===== src/rtl/ddstw_pkg.sv =====
// Shared constants for the tuning word register bank and its host end
// How it works
// - Two 28-bit tuning words set frequency
// - Two 12-bit offsets added to phase
// - Source bit picks pins or control bits
// - Tune pick zero/one selects tuning word
// - Offset pick zero/one selects offset word
// - Host holds pins stable when bits select
// - Top bits 01/10 write tuning halves
// - Top bits 00 is control word
// - Full width: low half then high
// - Half mode: half pick chooses half
// - Host alternates tuning words for sweeps
// - Top bits 11 write offset word
// - Reset clears accumulator, keeps registers
// - Output returns seven cycles after release
// - Reset from bit or pin by source
// - Pin reset immediate, release sampled
// - Host resets at power-up then releases
// - Reset control bit is bit 8
package ddstw_pkg;
    localparam int WORD_W      = 16;
    localparam int TUNE_W      = 28;
    localparam int HALF_W      = 14;
    localparam int OFFS_W      = 12;
    localparam int BIT_FULL    = 13;
    localparam int BIT_HALF    = 12;
    localparam int BIT_SRC     = 9;
    localparam int BIT_TPICK   = 11;
    localparam int BIT_OPICK   = 10;
    localparam int BIT_RST     = 8;
    localparam int BIT_OSEL    = 13;
    localparam int OUT_DELAY   = 7;
    localparam logic [1:0] ADDR_CTRL  = 2'h0;
    localparam logic [1:0] ADDR_TUNEA = 2'h1;
    localparam logic [1:0] ADDR_TUNEB = 2'h2;
    localparam logic [1:0] ADDR_OFFS  = 2'h3;
    localparam logic [WORD_W-1:0] CTRL_RESET = 16'h0000;
    // Host APB map
    localparam logic [7:0] REG_TX     = 8'h00;
    localparam logic [7:0] REG_STATUS = 8'h04;
    localparam logic [7:0] REG_PINS   = 8'h08;
    localparam int SCLK_DIV = 2;
endpackage : ddstw_pkg


===== src/rtl/ddstw_if.sv =====
// Link between host end and register bank
interface ddstw_if;
    logic sclk;
    logic sync_n;
    logic serial_in;
    logic tune_pick_pin;
    logic offset_pick_pin;
    logic reset_pin;
    modport host (output sclk, output sync_n, output serial_in,
                  output tune_pick_pin, output offset_pick_pin,
                  output reset_pin);
    modport dev  (input sclk, input sync_n, input serial_in,
                  input tune_pick_pin, input offset_pick_pin,
                  input reset_pin);
endinterface : ddstw_if


===== src/rtl/ddstw_dev.sv =====
// Device end: serial decode, tuning/offset words, select and reset
//
// The placing of the registers and the APB slave port were decided locally.
module ddstw_dev (
    // Clock and reset
    input  wire logic        pclk,
    input  wire logic        presetn,
    // Link
    ddstw_if.dev             lnk,
    // Synthesizer outputs
    output logic [27:0]      phase_acc,
    output logic [11:0]      phase_out,
    output logic             out_valid,
    output logic [27:0]      active_tune,
    output logic [11:0]      active_offs
);
    localparam int TW = ddstw_pkg::TUNE_W;
    localparam int HW = ddstw_pkg::HALF_W;
    localparam int OW = ddstw_pkg::OFFS_W;

    // Oversampled serial link: sclk and data synchronised into pclk
    logic [2:0] lnk_s;
    ddstw_sync #(.W(3)) u_sync (
        .clk   (pclk),
        .rst_n (presetn),
        .d     ({lnk.sclk, lnk.sync_n, lnk.serial_in}),
        .q     (lnk_s)
    );
    logic sclk_d_ff;
    logic [15:0] shreg_ff;
    logic [4:0]  cnt_ff;
    always_ff @(posedge pclk or negedge presetn) begin
        if (!presetn) sclk_d_ff <= 1'b0;
        else          sclk_d_ff <= lnk_s[2];
    end
    // Data taken on falling sclk while frame low
    wire fall     = sclk_d_ff & ~lnk_s[2];
    wire shift_en = fall & ~lnk_s[1];
    wire [15:0] nxt_shreg = {shreg_ff[14:0], lnk_s[0]};
    wire word_done = shift_en & (cnt_ff == 5'h0f);
    always_ff @(posedge pclk or negedge presetn) begin
        if (!presetn) begin
            shreg_ff <= 16'h0000;
            cnt_ff   <= 5'h00;
        end else begin
            if (lnk_s[1])      cnt_ff <= 5'h00;
            else if (shift_en) cnt_ff <= word_done ? 5'h00 : cnt_ff + 5'h01;
            if (shift_en)      shreg_ff <= nxt_shreg;
        end
    end

    // Decode
    logic [15:0]   ctrl_ff;
    logic [TW-1:0] tune_a_ff;
    logic [TW-1:0] tune_b_ff;
    logic [OW-1:0] offs_a_ff;
    logic [OW-1:0] offs_b_ff;
    logic          lsb_seen_ff;
    wire [1:0] addr = nxt_shreg[15:14];
    wire [HW-1:0] dat = nxt_shreg[HW-1:0];
    wire is_ctrl = word_done & (addr == ddstw_pkg::ADDR_CTRL);
    wire is_ta   = word_done & (addr == ddstw_pkg::ADDR_TUNEA);
    wire is_tb   = word_done & (addr == ddstw_pkg::ADDR_TUNEB);
    wire is_of   = word_done & (addr == ddstw_pkg::ADDR_OFFS);
    wire full_md = ctrl_ff[ddstw_pkg::BIT_FULL];
    // Full mode: first write low, second high; half mode by half pick
    wire hi_half = full_md ? lsb_seen_ff
                           : ctrl_ff[ddstw_pkg::BIT_HALF];
    function automatic logic [TW-1:0] upd(input logic [TW-1:0] o,
                                           input logic hi,
                                           input logic [HW-1:0] d);
        upd = hi ? {d, o[HW-1:0]} : {o[TW-1:HW], d};
    endfunction : upd
    always_ff @(posedge pclk or negedge presetn) begin
        if (!presetn) begin
            ctrl_ff     <= ddstw_pkg::CTRL_RESET;
            tune_a_ff   <= '0;
            tune_b_ff   <= '0;
            offs_a_ff   <= '0;
            offs_b_ff   <= '0;
            lsb_seen_ff <= 1'b0;
        end else begin
            if (is_ctrl) begin
                ctrl_ff     <= nxt_shreg;
                lsb_seen_ff <= 1'b0;
            end
            if (is_ta) tune_a_ff <= upd(tune_a_ff, hi_half, dat);
            if (is_tb) tune_b_ff <= upd(tune_b_ff, hi_half, dat);
            if ((is_ta | is_tb) & full_md)
                lsb_seen_ff <= ~lsb_seen_ff;
            if (is_of & ~nxt_shreg[ddstw_pkg::BIT_OSEL])
                offs_a_ff <= nxt_shreg[OW-1:0];
            if (is_of & nxt_shreg[ddstw_pkg::BIT_OSEL])
                offs_b_ff <= nxt_shreg[OW-1:0];
        end
    end

    // Select pins sampled on the falling edge
    logic tpin_ff;
    logic opin_ff;
    always_ff @(negedge pclk or negedge presetn) begin
        if (!presetn) begin
            tpin_ff <= 1'b0;
            opin_ff <= 1'b0;
        end else begin
            tpin_ff <= lnk.tune_pick_pin;
            opin_ff <= lnk.offset_pick_pin;
        end
    end
    wire src   = ctrl_ff[ddstw_pkg::BIT_SRC];
    wire tpick = src ? tpin_ff : ctrl_ff[ddstw_pkg::BIT_TPICK];
    wire opick = src ? opin_ff : ctrl_ff[ddstw_pkg::BIT_OPICK];
    wire [TW-1:0] tsel = tpick ? tune_b_ff : tune_a_ff;
    wire [OW-1:0] osel = opick ? offs_b_ff : offs_a_ff;

    // Reset: pin asserts at once, release sampled on falling edge
    logic pin_rel_ff;
    always_ff @(negedge pclk or posedge lnk.reset_pin) begin
        if (lnk.reset_pin) pin_rel_ff <= 1'b1;
        else               pin_rel_ff <= 1'b0;
    end
    wire bit_rst = ctrl_ff[ddstw_pkg::BIT_RST];
    wire dds_rst = src ? (lnk.reset_pin | pin_rel_ff)
                       : bit_rst;

    logic [2:0] dly_ff;
    always_ff @(posedge pclk or negedge presetn) begin
        if (!presetn) begin
            phase_acc   <= '0;
            phase_out   <= '0;
            out_valid   <= 1'b0;
            dly_ff      <= 3'h0;
            active_tune <= '0;
            active_offs <= '0;
        end else begin
            active_tune <= tsel;
            active_offs <= osel;
            if (dds_rst) begin
                phase_acc <= '0;
                phase_out <= '0;
                out_valid <= 1'b0;
                dly_ff    <= 3'h0;
            end else begin
                phase_acc <= phase_acc + tsel;
                phase_out <= phase_acc[TW-1:TW-OW] + osel;
                if (dly_ff != 3'(ddstw_pkg::OUT_DELAY - 1))
                    dly_ff <= dly_ff + 3'h1;
                else
                    out_valid <= 1'b1;
            end
        end
    end
endmodule : ddstw_dev


===== src/rtl/ddstw_sync.sv =====
// Two-flop level synchroniser
module ddstw_sync #(
    parameter int W = 1
) (
    // Clock and reset
    input  wire logic         clk,
    input  wire logic         rst_n,
    // Level
    input  wire logic [W-1:0] d,
    output logic      [W-1:0] q
);
    logic [W-1:0] meta_ff;
    always_ff @(posedge clk or negedge rst_n) begin
        if (!rst_n) begin
            meta_ff <= '0;
            q       <= '0;
        end else begin
            meta_ff <= d;
            q       <= meta_ff;
        end
    end
endmodule : ddstw_sync


===== src/flat_wrapper.sv =====
// flat-port wrapper written by rule: the top's interface ports become plain ports
module ddstw_dev_flat 
  (pclk, presetn, phase_acc, phase_out, out_valid, active_tune, active_offs, lnk_sclk, lnk_sync_n, lnk_serial_in, lnk_tune_pick_pin, lnk_offset_pick_pin, lnk_reset_pin);
  ddstw_if lnk_i ();
  input  wire logic pclk;
  input  wire logic presetn;
  output logic [27:0] phase_acc;
  output logic [11:0] phase_out;
  output logic out_valid;
  output logic [27:0] active_tune;
  output logic [11:0] active_offs;
  input wire logic [$bits(lnk_i.sclk)-1:0] lnk_sclk;
  input wire logic [$bits(lnk_i.sync_n)-1:0] lnk_sync_n;
  input wire logic [$bits(lnk_i.serial_in)-1:0] lnk_serial_in;
  input wire logic [$bits(lnk_i.tune_pick_pin)-1:0] lnk_tune_pick_pin;
  input wire logic [$bits(lnk_i.offset_pick_pin)-1:0] lnk_offset_pick_pin;
  input wire logic [$bits(lnk_i.reset_pin)-1:0] lnk_reset_pin;
  assign lnk_i.sclk = lnk_sclk;
  assign lnk_i.sync_n = lnk_sync_n;
  assign lnk_i.serial_in = lnk_serial_in;
  assign lnk_i.tune_pick_pin = lnk_tune_pick_pin;
  assign lnk_i.offset_pick_pin = lnk_offset_pick_pin;
  assign lnk_i.reset_pin = lnk_reset_pin;
  ddstw_dev u_core (.pclk(pclk), .presetn(presetn), .lnk(lnk_i), .phase_acc(phase_acc), .phase_out(phase_out), .out_valid(out_valid), .active_tune(active_tune), .active_offs(active_offs));
endmodule

===== config.mk =====
export PLATFORM = sky130hd
export DESIGN_NAME = ddstw_dev_flat
export DESIGN_NICKNAME = d
export VERILOG_FILES = /design/src/rtl/ddstw_pkg.sv /design/src/rtl/ddstw_if.sv /design/src/rtl/ddstw_dev.sv /design/src/rtl/ddstw_sync.sv /design/src/flat_wrapper.sv
export SDC_FILE = /design/constraint.sdc
export NUM_CORES = 1
export LEC_CHECK = 0
export BUFFER_PORTS_ARGS = -buffer_cell sky130_fd_sc_hd__clkbuf_2
export CELL_PAD_IN_SITES_DETAIL_PLACEMENT = 2
export CELL_PAD_IN_SITES_GLOBAL_PLACEMENT = 2
export CORE_MARGIN = 8
export CORE_UTILIZATION = 35
export DETAILED_ROUTE_END_ITERATION = 10
export PLACE_DENSITY = 0.78
export SYNTH_ARGS = -nofsm -noshare
export SYNTH_HDL_FRONTEND = slang
export SYNTH_SLANG_ARGS = --single-unit
export TNS_END_PERCENT = 50

===== constraint.sdc =====
create_clock -name pclk -period 10.6 [get_ports pclk]
set_input_delay 0 -clock pclk [delete_from_list [all_inputs] [get_ports pclk]]
set_output_delay 0 -clock pclk [all_outputs]
set_load 0.05 [all_outputs]

**Yosys cells after proc, flatten, opt, wreduce, memory -nomap -nowiden**

Index checks and enable logic that the tools add are counted.

- Add/sub/neg operators: 4
- $mul: 0
- Div/mod/pow operators: 0
- Magnitude comparators: 0
- Equality and inequality tests: 6
- Shift-type cells: 0
- Muxes and demuxes: 17
- Bitwise operators: 17
- Reduce and logical (&&, ||, !) cells: 8

Operator list:

| operator | number |
|---|---|
| $mux W28 | 2 |
| $add A28 B28 Y28 | 1 |
| $mux W12 | 2 |
| $mux W5 | 3 |
| $add A12 B12 Y12 | 1 |
| $and A1 B1 Y1 | 10 |
| $mux W1 | 8 |
| $reduce_and A2 Y1 | 4 |
| $mux W3 | 2 |
| $reduce_bool A2 Y1 | 3 |
| $add A5 B1 Y5 const B | 1 |
| $eq A5 B4 Y1 const B | 1 |
| $not A1 Y1 | 5 |
| $eq A2 B2 Y1 const B | 2 |
| $add A3 B1 Y3 const B | 1 |
| $ne A3 B3 Y1 const B | 1 |
| $eq A2 B1 Y1 const B | 1 |
| $logic_not A2 Y1 | 1 |
| $ne A2 B1 Y1 const B | 1 |
| $or A1 B1 Y1 | 2 |

- Flip-flop bits (word level): 209
- Bits in latches: 0
- RAM bits: 0
- Memory bits (read-only): 0
- Output and inout port bits: 81
- Logic and storage cells: 74
- Memories: 0

**Longest topological paths before layout**

Gate-level depths: netlist of run 1.

- Word-level depth: 8
- Gate-level depth with buffers: 14
- Mapped depth without buffers: 12

**Modules after synthesis**

Synthesis of run 1 repeated with hierarchy kept, for this count alone.

- Cell total of the unflattened synthesis: 717
- Area, all modules: 9118.7 um^2

Modules (own cells, without submodules):

| module | times used | cells each | area each (um^2) | sequential area each (um^2) |
|---|---|---|---|---|
| ddstw_dev | 1 | 711 | 8968.6 | 4880.9 |
| ddstw_sync | 1 | 6 | 150.1 | 150.1 |

==> impl_metrics.json, run 1 <==
{
  "rsz0062_at_grt": "false",
  "synth_commonest_cells": "dfrtp_1, mux2_2, nor2_1, ha_1, a21oi_1",
  "grt_pass1_vias": 7354,
  "grt_antenna_before_repair": 0,
  "fp.dieW_um": 179,
  "wl_per_cell_um": 23.4,
  "netlist-cell-type-count": 66,
  "crit_type": "reg -> reg",
  "yosys.area.top_type": "dfrtp_1",
  "crit_family": "compound AO/OA/AOI/OAI gates",
  "avgViaCountPerCell": 5.27,
  "leakagePower_nw": 5.70,
  "syn_nets": 795,
  "status": "finished, final reports clean",
  "finalSetupViolations": 0,
  "worstPathArrival_ns": 9.50,
  "yosys_warnings": 0,
  "design.die.area_mm2": 0.0320,
  "syn_inst": 741,
  "timing.rr.start": "u_core.tpin_ff",
  "ctsResizeCount": 0,
  "ioPinCount": 89,
  "io_buffers": 88,
  "ys_seq_area_frac": 0.541,
  "finalNetCount": 896,
  "finalHoldViolCount": 0,
  "async_flop_share": 1.00,
  "grt_use_met1": 0.230,
  "use_met3": 0.0219,
  "synth_top_area_share": 0.533,
  "grt_overflow": 0,
  "grt_pass1_wl_um": 44100,
  "hold_path.class": "in -> async",
  "synthFlopType": "dfrtp_1",
  "slew_headroom": 0.375,
  "yosysMostFrequentCell": "dfrtp_1",
  "htree_levels": 1,
  "area_growth_pct": 17.4,
  "cp_max_fo": 16,
  "insertion_delay_ns": 0.55,
  "seq_power_share": 0.501,
  "syn_avg_cell_area_um2": 12.5,
  "drtPass1Iterations": 4,
  "worstSetupEndpointType": "flop",
  "root_buffer": "clkbuf_16",
  "cts_buffers": 23,
  "cp_slowest_stage_delay_ns": 0.57,
  "p_sw_mw": 0.395,
  "cap_violations": 0,
  "swShare": 0.237,
  "num_vias": 6288,
  "clockBufferDepth": 3,
  "slowest_stage": "mux2i_4",
  "drv_slew": 0,
  "hpwl_um": 19000,
  "top_usage_layer": "met2",
  "ff2ff_path_depth": 11,
  "postCtsHoldBufs": 4,
  "timing.rr.end": "u_core.phase_acc[25]",
  "worstPathRequired_ns": 10.98,
  "drc": 0,
  "power.density_mw_per_mm2": 153,
  "clockPowerShare": 0.475,
  "clk_pin_slew_ns": 0.06,
  "wirelength_um": 27900,
  "die_h_um": 179,
  "regToRegSetupSlack_ns": 1.48,
  "setup_tns_ns": 0,
  "cp_cell_sequence": "mux2i_4 > buf_4 > mux2_2 > ha_1 > a21oi_1 > o21ai_0 > a2111oi_0 > o21ai_0 > a31oi_1 > xor2_1 > nor2_1",
  "first_iter_violations": 370,
  "synth_edf_count": 0,
  "num-fill-cells": 2650,
  "track_usage": 0.178,
  "core_mm2": 0.0261,
  "synth.area.top_cells": "dfrtp_1, mux2_2, ha_1",
  "vdd_drop_max_uv": 83.0,
  "gp_congestion": 0.802,
  "initial_utilization": 0.357,
  "placed_area_mm2": 0.0101,
  "rows": 59,
  "tightest_slew_ns": 0.937,
  "start_kind": "flop",
  "worst_path_most_repeated_cell": "o21ai_0",
  "antenna_cells": 0,
  "drive_gt1_frac": 0.336,
  "intPower_mw": 1.27,
  "grt_max_degree": 74,
  "cts_setup_buffers": 0,
  "clkSinkCount": 201,
  "syn_area_mm2": 0.00930,
  "design_area_mm2": 0.0109,
  "cts_tree": "built",
  "combPwrFrac": 0.023,
  "fin_skew_ns": 0.0601,
  "postRouteAntennaNets": 0,
  "path_buf_inv": 1,
  "grt_use_met2": 0.312,
  "ys_ff_latch": 201
}
[final cells by class]
class | count | area (um2) | share of cell area
Tap cell | 335 | 419 | 0.0384
Clock buffer | 30 | 632 | 0.0579
Inverter | 9 | 33.8 | 0.00310
Sequential cell | 201 | 5030 | 0.461
Timing Repair Buffer | 100 | 549 | 0.0503
Clock inverter | 13 | 124 | 0.0114
Multi-Input combinational cell | 506 | 4120 | 0.378
[state kept, by name, summed over array words and instances, names as in the netlist, 3 cells and up]
register and cells:
u_core.shreg_ff 15, u_core.phase_out 12, u_core.offs_b_ff 12, u_core.tune_a_ff 28
u_core.phase_acc 28, u_core.active_tune 28, u_core.u_sync.q 3, u_core.cnt_ff 5
u_core.offs_a_ff 12, u_core.u_sync.meta_ff 3, u_core.active_offs 12, u_core.ctrl_ff 6
u_core.tune_b_ff 28, u_core.dly_ff 3
[cells by family after synthesis]
group,share of synthesized area
flops,0.541
simple gates,0.0826
mux,0.173
compound gates,0.0921
fa+ha+maj,0.0646
buf+inv,0.0176
xor+xnor,0.0283
other cells,0.000403
[metal layers]
metal / part of all wire / vias up / wire length [um]
li1: - / 2860 / -
met4: 0.017 / 0 / 481
met1: 0.44 / 3287 / 12400
met2: 0.50 / 110 / 14000
met3: 0.037 / 31 / 1050
met5: 0 / - / 0
[cells in the final DEF (no fill, tap or decap), types with 5 or more instances in the layout]
cell	n
nand2_1	33
ha_1	44
a21o_1	17
a31oi_1	9
clkbuf_16	23
nor2_1	59
o21a_1	8
dfrtp_1	198
mux2_2	137
xnor2_1	11
nand2b_1	5
clkinv_2	5
clkbuf_2	87
o21ai_0	23
nor3_1	11
inv_1	10
buf_4	8
nand4_1	6
and2_1	10
xor2_1	19
a211oi_1	6
a21oi_1	33
nand3_1	12
[power groups by stage]
stage	Clock [mW]	Sequential, mW	Combinational (mW)
after CTS	0.814	0.836	0.0402
after floorplan	0.00118	0.815	0.0182
after global placement	0.00118	0.845	0.0359
after detailed placement	0.00118	0.848	0.0380
final	0.791	0.834	0.0386
after global routing	0.839	0.838	0.0429
[worst max path at each step]
stage	endpoint	slack [ns]	from	depth (start not counted)
3_3_place_gp	u_core.phase_acc[24]	1.64	u_core.tpin_ff	12
2_1_floorplan	u_core.phase_acc[26]	2.02	u_core.tpin_ff	13
4_1_cts	u_core.phase_acc[24]	1.45	u_core.tpin_ff	12
3_5_place_dp	u_core.phase_acc[24]	1.48	u_core.tpin_ff	12
6_report	u_core.phase_acc[25]	1.48	u_core.tpin_ff	11
5_1_grt	u_core.phase_acc[24]	1.24	u_core.tpin_ff	12
[per-stage QoR]
| stage | total power [mW] | instances | hold slack [ns] | worst slack (ns) | utilization |
|---|---|---|---|---|---|
| after floorplan | 0.835 | 741 | -0.296 | 2.02 | - |
| after global placement | 0.882 | 1148 | 0.0118 | 1.64 | 0.388 |
| after detailed placement | 0.887 | 1148 | 0.0200 | 1.48 | 0.388 |
| after CTS | 1.69 | 1194 | 0.0140 | 1.45 | 0.419 |
| after global routing | 1.72 | 1194 | 0.0461 | 1.24 | 0.419 |
| final | 1.66 | 1194 | 0.0114 | 1.48 | 0.419 |
Power figures use the tool's default switching activity.
==> run 2, diff against run 1 <==
--- a/config.mk
+++ b/config.mk
@@ -6,12 +6,11 @@
 export NUM_CORES = 1
 export LEC_CHECK = 0
 export BUFFER_PORTS_ARGS = -buffer_cell sky130_fd_sc_hd__clkbuf_2
-export CELL_PAD_IN_SITES_DETAIL_PLACEMENT = 2
-export CELL_PAD_IN_SITES_GLOBAL_PLACEMENT = 2
 export CORE_MARGIN = 8
 export CORE_UTILIZATION = 35
 export DETAILED_ROUTE_END_ITERATION = 10
-export PLACE_DENSITY = 0.78
+export HOLD_SLACK_MARGIN = 0.05
+export PLACE_DENSITY = 0.6
 export SYNTH_ARGS = -nofsm -noshare
 export SYNTH_HDL_FRONTEND = slang
 export SYNTH_SLANG_ARGS = --single-unit
==> impl_metrics.json, run 2 (synthesis gave the netlist of run 1 again) <==
{
  "worstSetupEndpointType": "flop",
  "wirelength_um": 22500,
  "track_usage": 0.142,
  "finalHoldViolCount": 0,
  "postRouteAntennaNets": 0,
  "worstPathArrival_ns": 9.42,
  "drc": 0,
  "clkSinkCount": 201,
  "vdd_drop_max_uv": 73.0,
  "area_growth_pct": 17.8,
  "power.density_mw_per_mm2": 156,
  "clk_pin_slew_ns": 0.06,
  "grt_pass1_vias": 6234,
  "root_buffer": "clkbuf_16",
  "swShare": 0.221,
  "seq_power_share": 0.487,
  "num_vias": 6055,
  "p_sw_mw": 0.378,
  "fp.dieW_um": 179,
  "cts_tree": "built",
  "leakagePower_nw": 5.73,
  "finalSetupViolations": 0,
  "ioPinCount": 89,
  "grt_antenna_before_repair": 0,
  "io_buffers": 88,
  "design_area_mm2": 0.0110,
  "placed_area_mm2": 0.0101,
  "final_common_cell": "dfrtp_1",
  "hpwl_um": 16100,
  "wl_per_cell_um": 18.9,
  "rsz0062_at_grt": "false",
  "regToRegSetupSlack_ns": 1.62,
  "drtPass1Iterations": 4,
  "avgViaCountPerCell": 5.08,
  "grt_pass1_wl_um": 35900,
  "status": "finished, final reports clean",
  "cap_violations": 0,
  "num-fill-cells": 2470,
  "timing.rr.start": "u_core.tpin_ff",
  "drv_slew": 0,
  "slew_headroom": 0.348,
  "timing.rr.end": "u_core.phase_acc[26]",
  "antenna_cells": 0,
  "grt_max_degree": 80,
  "worstPathRequired_ns": 11.04,
  "rows": 59,
  "initial_utilization": 0.357,
  "ff2ff_path_depth": 11,
  "first_iter_violations": 359,
  "crit_type": "reg -> reg",
  "hold_path.class": "in -> async",
  "crit_end": "u_core.phase_acc[26]",
  "core_mm2": 0.0261,
  "cp_max_fo": 15,
  "final_cell_mix": "dfrtp_1, mux2_2, clkbuf_2",
  "fin_skew_ns": 0.0581,
  "finalNetCount": 896,
  "cts_buffers": 23,
  "setup_tns_ns": 0,
  "gp_congestion": 0.847,
  "clockBufferDepth": 3,
  "intPower_mw": 1.33,
  "startpoint": "u_core.tpin_ff",
  "grt_overflow": 0,
  "clockPowerShare": 0.492,
  "insertion_delay_ns": 0.55,
  "drive_gt1_frac": 0.334,
  "tightest_slew_ns": 0.978,
  "design.die.area_mm2": 0.0320,
  "htree_levels": 1,
  "die_h_um": 179,
  "combPwrFrac": 0.021,
  "start_kind": "flop"
}
## run 2: area by class of cell
class / count / area, um2 / share of cell area
Tap cell: 335 / 419 / 0.0383
Inverter: 9 / 33.8 / 0.00308
Timing Repair Buffer: 100 / 549 / 0.0501
Sequential cell: 201 / 5030 / 0.459
Multi-Input combinational cell: 506 / 4120 / 0.376
Clock inverter: 10 / 174 / 0.0159
Clock buffer: 31 / 626 / 0.0571
## run 2: worst min-delay path by stage
stage / start / endpoint / slack, ns / cells past startpoint
after CTS: presetn / u_core.phase_acc[13] / 0.05 / 2
final: presetn / u_core.phase_acc[4] / 0.05 / 2
after detailed placement: presetn / u_core.phase_acc[4] / 0.02 / 1
after floorplan: presetn / u_core.active_offs[0] / -0.30 / 0
after global routing: lnk_reset_pin / u_core.phase_acc[1] / 0.07 / 4
after global placement: presetn / u_core.phase_acc[5] / 0.02 / 1
## run 2: layer usage
layer | up-vias | GRT usage | wire [um]
li1 | 2860 | - | -
met1 | 3065 | 0.203 | 10900
met2 | 104 | 0.222 | 10300
met3 | 26 | 0.0246 | 883
met4 | 0 | 0.0327 | 326
met5 | - | 0 | 0
## run 2: timing repair
item,CTS,global route
endpoints found under the hold margin,60,0
setup buffers,0,0
hold buffers,4,0
gates resized for setup,0,0
setup endpoints to repair,0,0
## run 2: worst max-delay path, stage by stage, from the launching register on
cell and delay, ns:
dfrtn_1 0.35, mux2i_4 0.52, buf_4 0.35, mux2_2 0.38, ha_1 0.32, nor2_1 0.10, a211oi_1 0.10, o2111a_1 0.27
a21oi_1 0.48, a21oi_2 0.12, or4_1 0.51, nand2_1 0.07
## run 2: power by group through the flow
stage | registers (mW) | logic, mW | clock network (mW)
floorplan | 0.815 | 0.0182 | 0.00118
global placement | 0.846 | 0.0360 | 0.00118
detailed placement | 0.847 | 0.0368 | 0.00118
CTS | 0.833 | 0.0382 | 0.865
global route | 0.836 | 0.0415 | 0.896
finish | 0.832 | 0.0363 | 0.842
## run 2: metrics by stage
step	utilization	instances	hold WS, ns	total power, mW	setup slack (ns)
final	0.420	1192	0.0481	1.71	1.62
after global routing	0.420	1192	0.0737	1.77	1.30
after CTS	0.420	1192	0.0548	1.74	1.56
after detailed placement	0.388	1148	0.0242	0.885	1.56
after global placement	0.388	1148	0.0208	0.883	1.60
after floorplan	-	741	-0.296	0.835	2.02
==> run 3, diff against run 2 <==
--- a/config.mk
+++ b/config.mk
@@ -10,7 +10,7 @@
 export CORE_UTILIZATION = 35
 export DETAILED_ROUTE_END_ITERATION = 10
 export HOLD_SLACK_MARGIN = 0.05
-export PLACE_DENSITY = 0.6
+export PLACE_DENSITY = 0.62
 export SYNTH_ARGS = -nofsm -noshare
 export SYNTH_HDL_FRONTEND = slang
 export SYNTH_SLANG_ARGS = --single-unit
==> constraint.sdc (replaced) <==
create_clock -name pclk -period 8 [get_ports pclk]
set_input_delay 0 -clock pclk [delete_from_list [all_inputs] [get_ports pclk]]
set_output_delay 0 -clock pclk [all_outputs]
set_load 0.05 [all_outputs]
==> impl_metrics.json, run 3 (synthesis gave the netlist of run 1 again) <==
{
  "status": "finished, final reports clean",
  "start_kind": "flop",
  "core_mm2": 0.0261,
  "finalHoldViolCount": 0,
  "timing.rr.start": "u_core.tpin_ff",
  "track_usage": 0.142,
  "antenna_cells": 0,
  "leakagePower_nw": 5.68,
  "num-fill-cells": 2457,
  "final_cells": 1191,
  "root_buffer": "clkbuf_16",
  "whs_ns": 0.104,
  "grt_max_degree": 80,
  "power.density_mw_per_mm2": 196,
  "regToRegSetupSlack_ns": 0.64,
  "seq_power_share": 0.516,
  "final_cell_mix": "dfrtp_1, mux2_2, clkbuf_2",
  "setup_tns_ns": 0,
  "timing.rr.end": "u_core.phase_acc[27]",
  "slew_headroom": 0.356,
  "combPwrFrac": 0.023,
  "clockBufferDepth": 3,
  "swShare": 0.226,
  "multiInputGateArea_mm2": 0.00412,
  "tightest_slew_ns": 0.966,
  "grt_pass1_vias": 6364,
  "postRouteAntennaNets": 0,
  "drv_slew": 0,
  "drive_gt1_frac": 0.333,
  "ioPinCount": 89,
  "insertion_delay_ns": 0.55,
  "hold_path.class": "in -> async",
  "final_common_cell": "dfrtp_1",
  "wirelength_um": 22400,
  "final_util": 0.417,
  "die_h_um": 179,
  "grt_overflow": 0,
  "area_growth_pct": 16.9,
  "cp_max_fo": 10,
  "avgViaCountPerCell": 5.08,
  "ff2ff_path_depth": 11,
  "fp.dieW_um": 179,
  "clkSinkCount": 201,
  "htree_levels": 1,
  "place_inst": 1149,
  "cp_cell_sequence": "mux2i_4 > buf_4 > mux2_2 > ha_1 > a21oi_1 > o22ai_1 > nand2_1 > nand4_1 > a31o_2 > or3_1 > and3_1",
  "ctsResizeCount": 0,
  "p_sw_mw": 0.482,
  "slowest_stage": "mux2_2",
  "crit_type": "reg -> reg",
  "cts_buffers": 23,
  "hpwl_um": 16000,
  "initial_utilization": 0.357,
  "drc": 0,
  "cap_violations": 0,
  "cp_slowest_stage_delay_ns": 0.39,
  "num_vias": 6054,
  "gp_congestion": 0.913,
  "grt_antenna_before_repair": 1,
  "drtPass1Iterations": 4,
  "regArea_mm2": 0.00503,
  "worstPathRequired_ns": 8.40,
  "intPower_mw": 1.65,
  "rows": 59,
  "wl_per_cell_um": 18.8,
  "io_buffers": 88,
  "clk_pin_slew_ns": 0.06,
  "grt_pass1_wl_um": 35900,
  "design.die.area_mm2": 0.0320,
  "finalSetupViolations": 0,
  "clockPowerShare": 0.461,
  "worstPathArrival_ns": 7.76,
  "vdd_drop_max_uv": 116,
  "worstSetupEndpointType": "flop",
  "fin_skew_ns": 0.0608,
  "finalNetCount": 897,
  "cts_tree": "built",
  "rsz0062_at_grt": "false",
  "first_iter_violations": 398
}
-- run 3: cell types whose count changed in the layout (fill, tap and decap cells not counted) --
cell        delta
buf_4          +1
bufinv_16      -4
clkbuf_8       +1
clkinv_2       -1
clkinvlp_4     +1
inv_6          +1
-- run 3: layout make-up --
type	instances	area share
well taps	335	0.0386
clock buffers	32	0.0588
flip-flops and latches	201	0.463
inverters	9	0.00311
multi-input cells	506	0.379
clock inverters	7	0.00599
repair buffers	101	0.0512
-- run 3: worst max path at each step --
stage                        start  cells after the start  slack (ns)                   end
floorplan           u_core.tpin_ff                     13        0.72  u_core.phase_acc[26]
global placement    u_core.tpin_ff                     12        0.69  u_core.phase_acc[26]
detailed placement  u_core.tpin_ff                     12        0.66  u_core.phase_acc[24]
CTS                 u_core.tpin_ff                     12        0.64  u_core.phase_acc[24]
global route        u_core.tpin_ff                     12        0.38  u_core.phase_acc[24]
finish              u_core.tpin_ff                     11        0.64  u_core.phase_acc[27]
-- run 3: through the flow --
step / power [mW] / setup WS [ns] / cell area [um2]
after global placement: 1.17 / 0.691 / 10100
final: 2.13 / 0.639 / 10900
after detailed placement: 1.17 / 0.656 / 10100
after global routing: 2.21 / 0.376 / 10900
after floorplan: 1.11 / 0.724 / 9300
after CTS: 2.16 / 0.638 / 10900
-- run 3: routing by layer --
| metal | global-route usage | up-vias | routed length [um] |
|---|---|---|---|
| li1 | - | 2866 | - |
| met1 | 0.199 | 3045 | 10700 |
| met2 | 0.227 | 116 | 10300 |
| met3 | 0.0259 | 27 | 1070 |
| met4 | 0.0303 | 0 | 278 |
| met5 | 0 | - | 0 |
-- run 3: worst max-delay path, delay by kind of cell, from the launching register on --
family | cells | cell delay [ns]
AOI/OAI and AO/OA | 3 | 0.75
adders and majority gates | 1 | 0.37
and+or+nand+nor | 4 | 0.75
DFF | 1 | 0.35
muxes | 2 | 0.74
buffers and inverters | 1 | 0.27
-- run 3: power groups by stage --
stage	clock network, mW	logic, mW	registers, mW
global route	1.05	0.0556	1.10
finish	0.980	0.0485	1.10
detailed placement	0.00156	0.0488	1.12
global placement	0.00156	0.0476	1.12
CTS	1.01	0.0507	1.10
floorplan	0.00156	0.0242	1.08
-- run 3: what timing repair did --
item | in CTS | in global routing
endpoints found under the hold margin | 78 | 0
hold buffers | 4 | 0
setup buffers | 0 | 0
setup endpoints to repair | 0 | 0
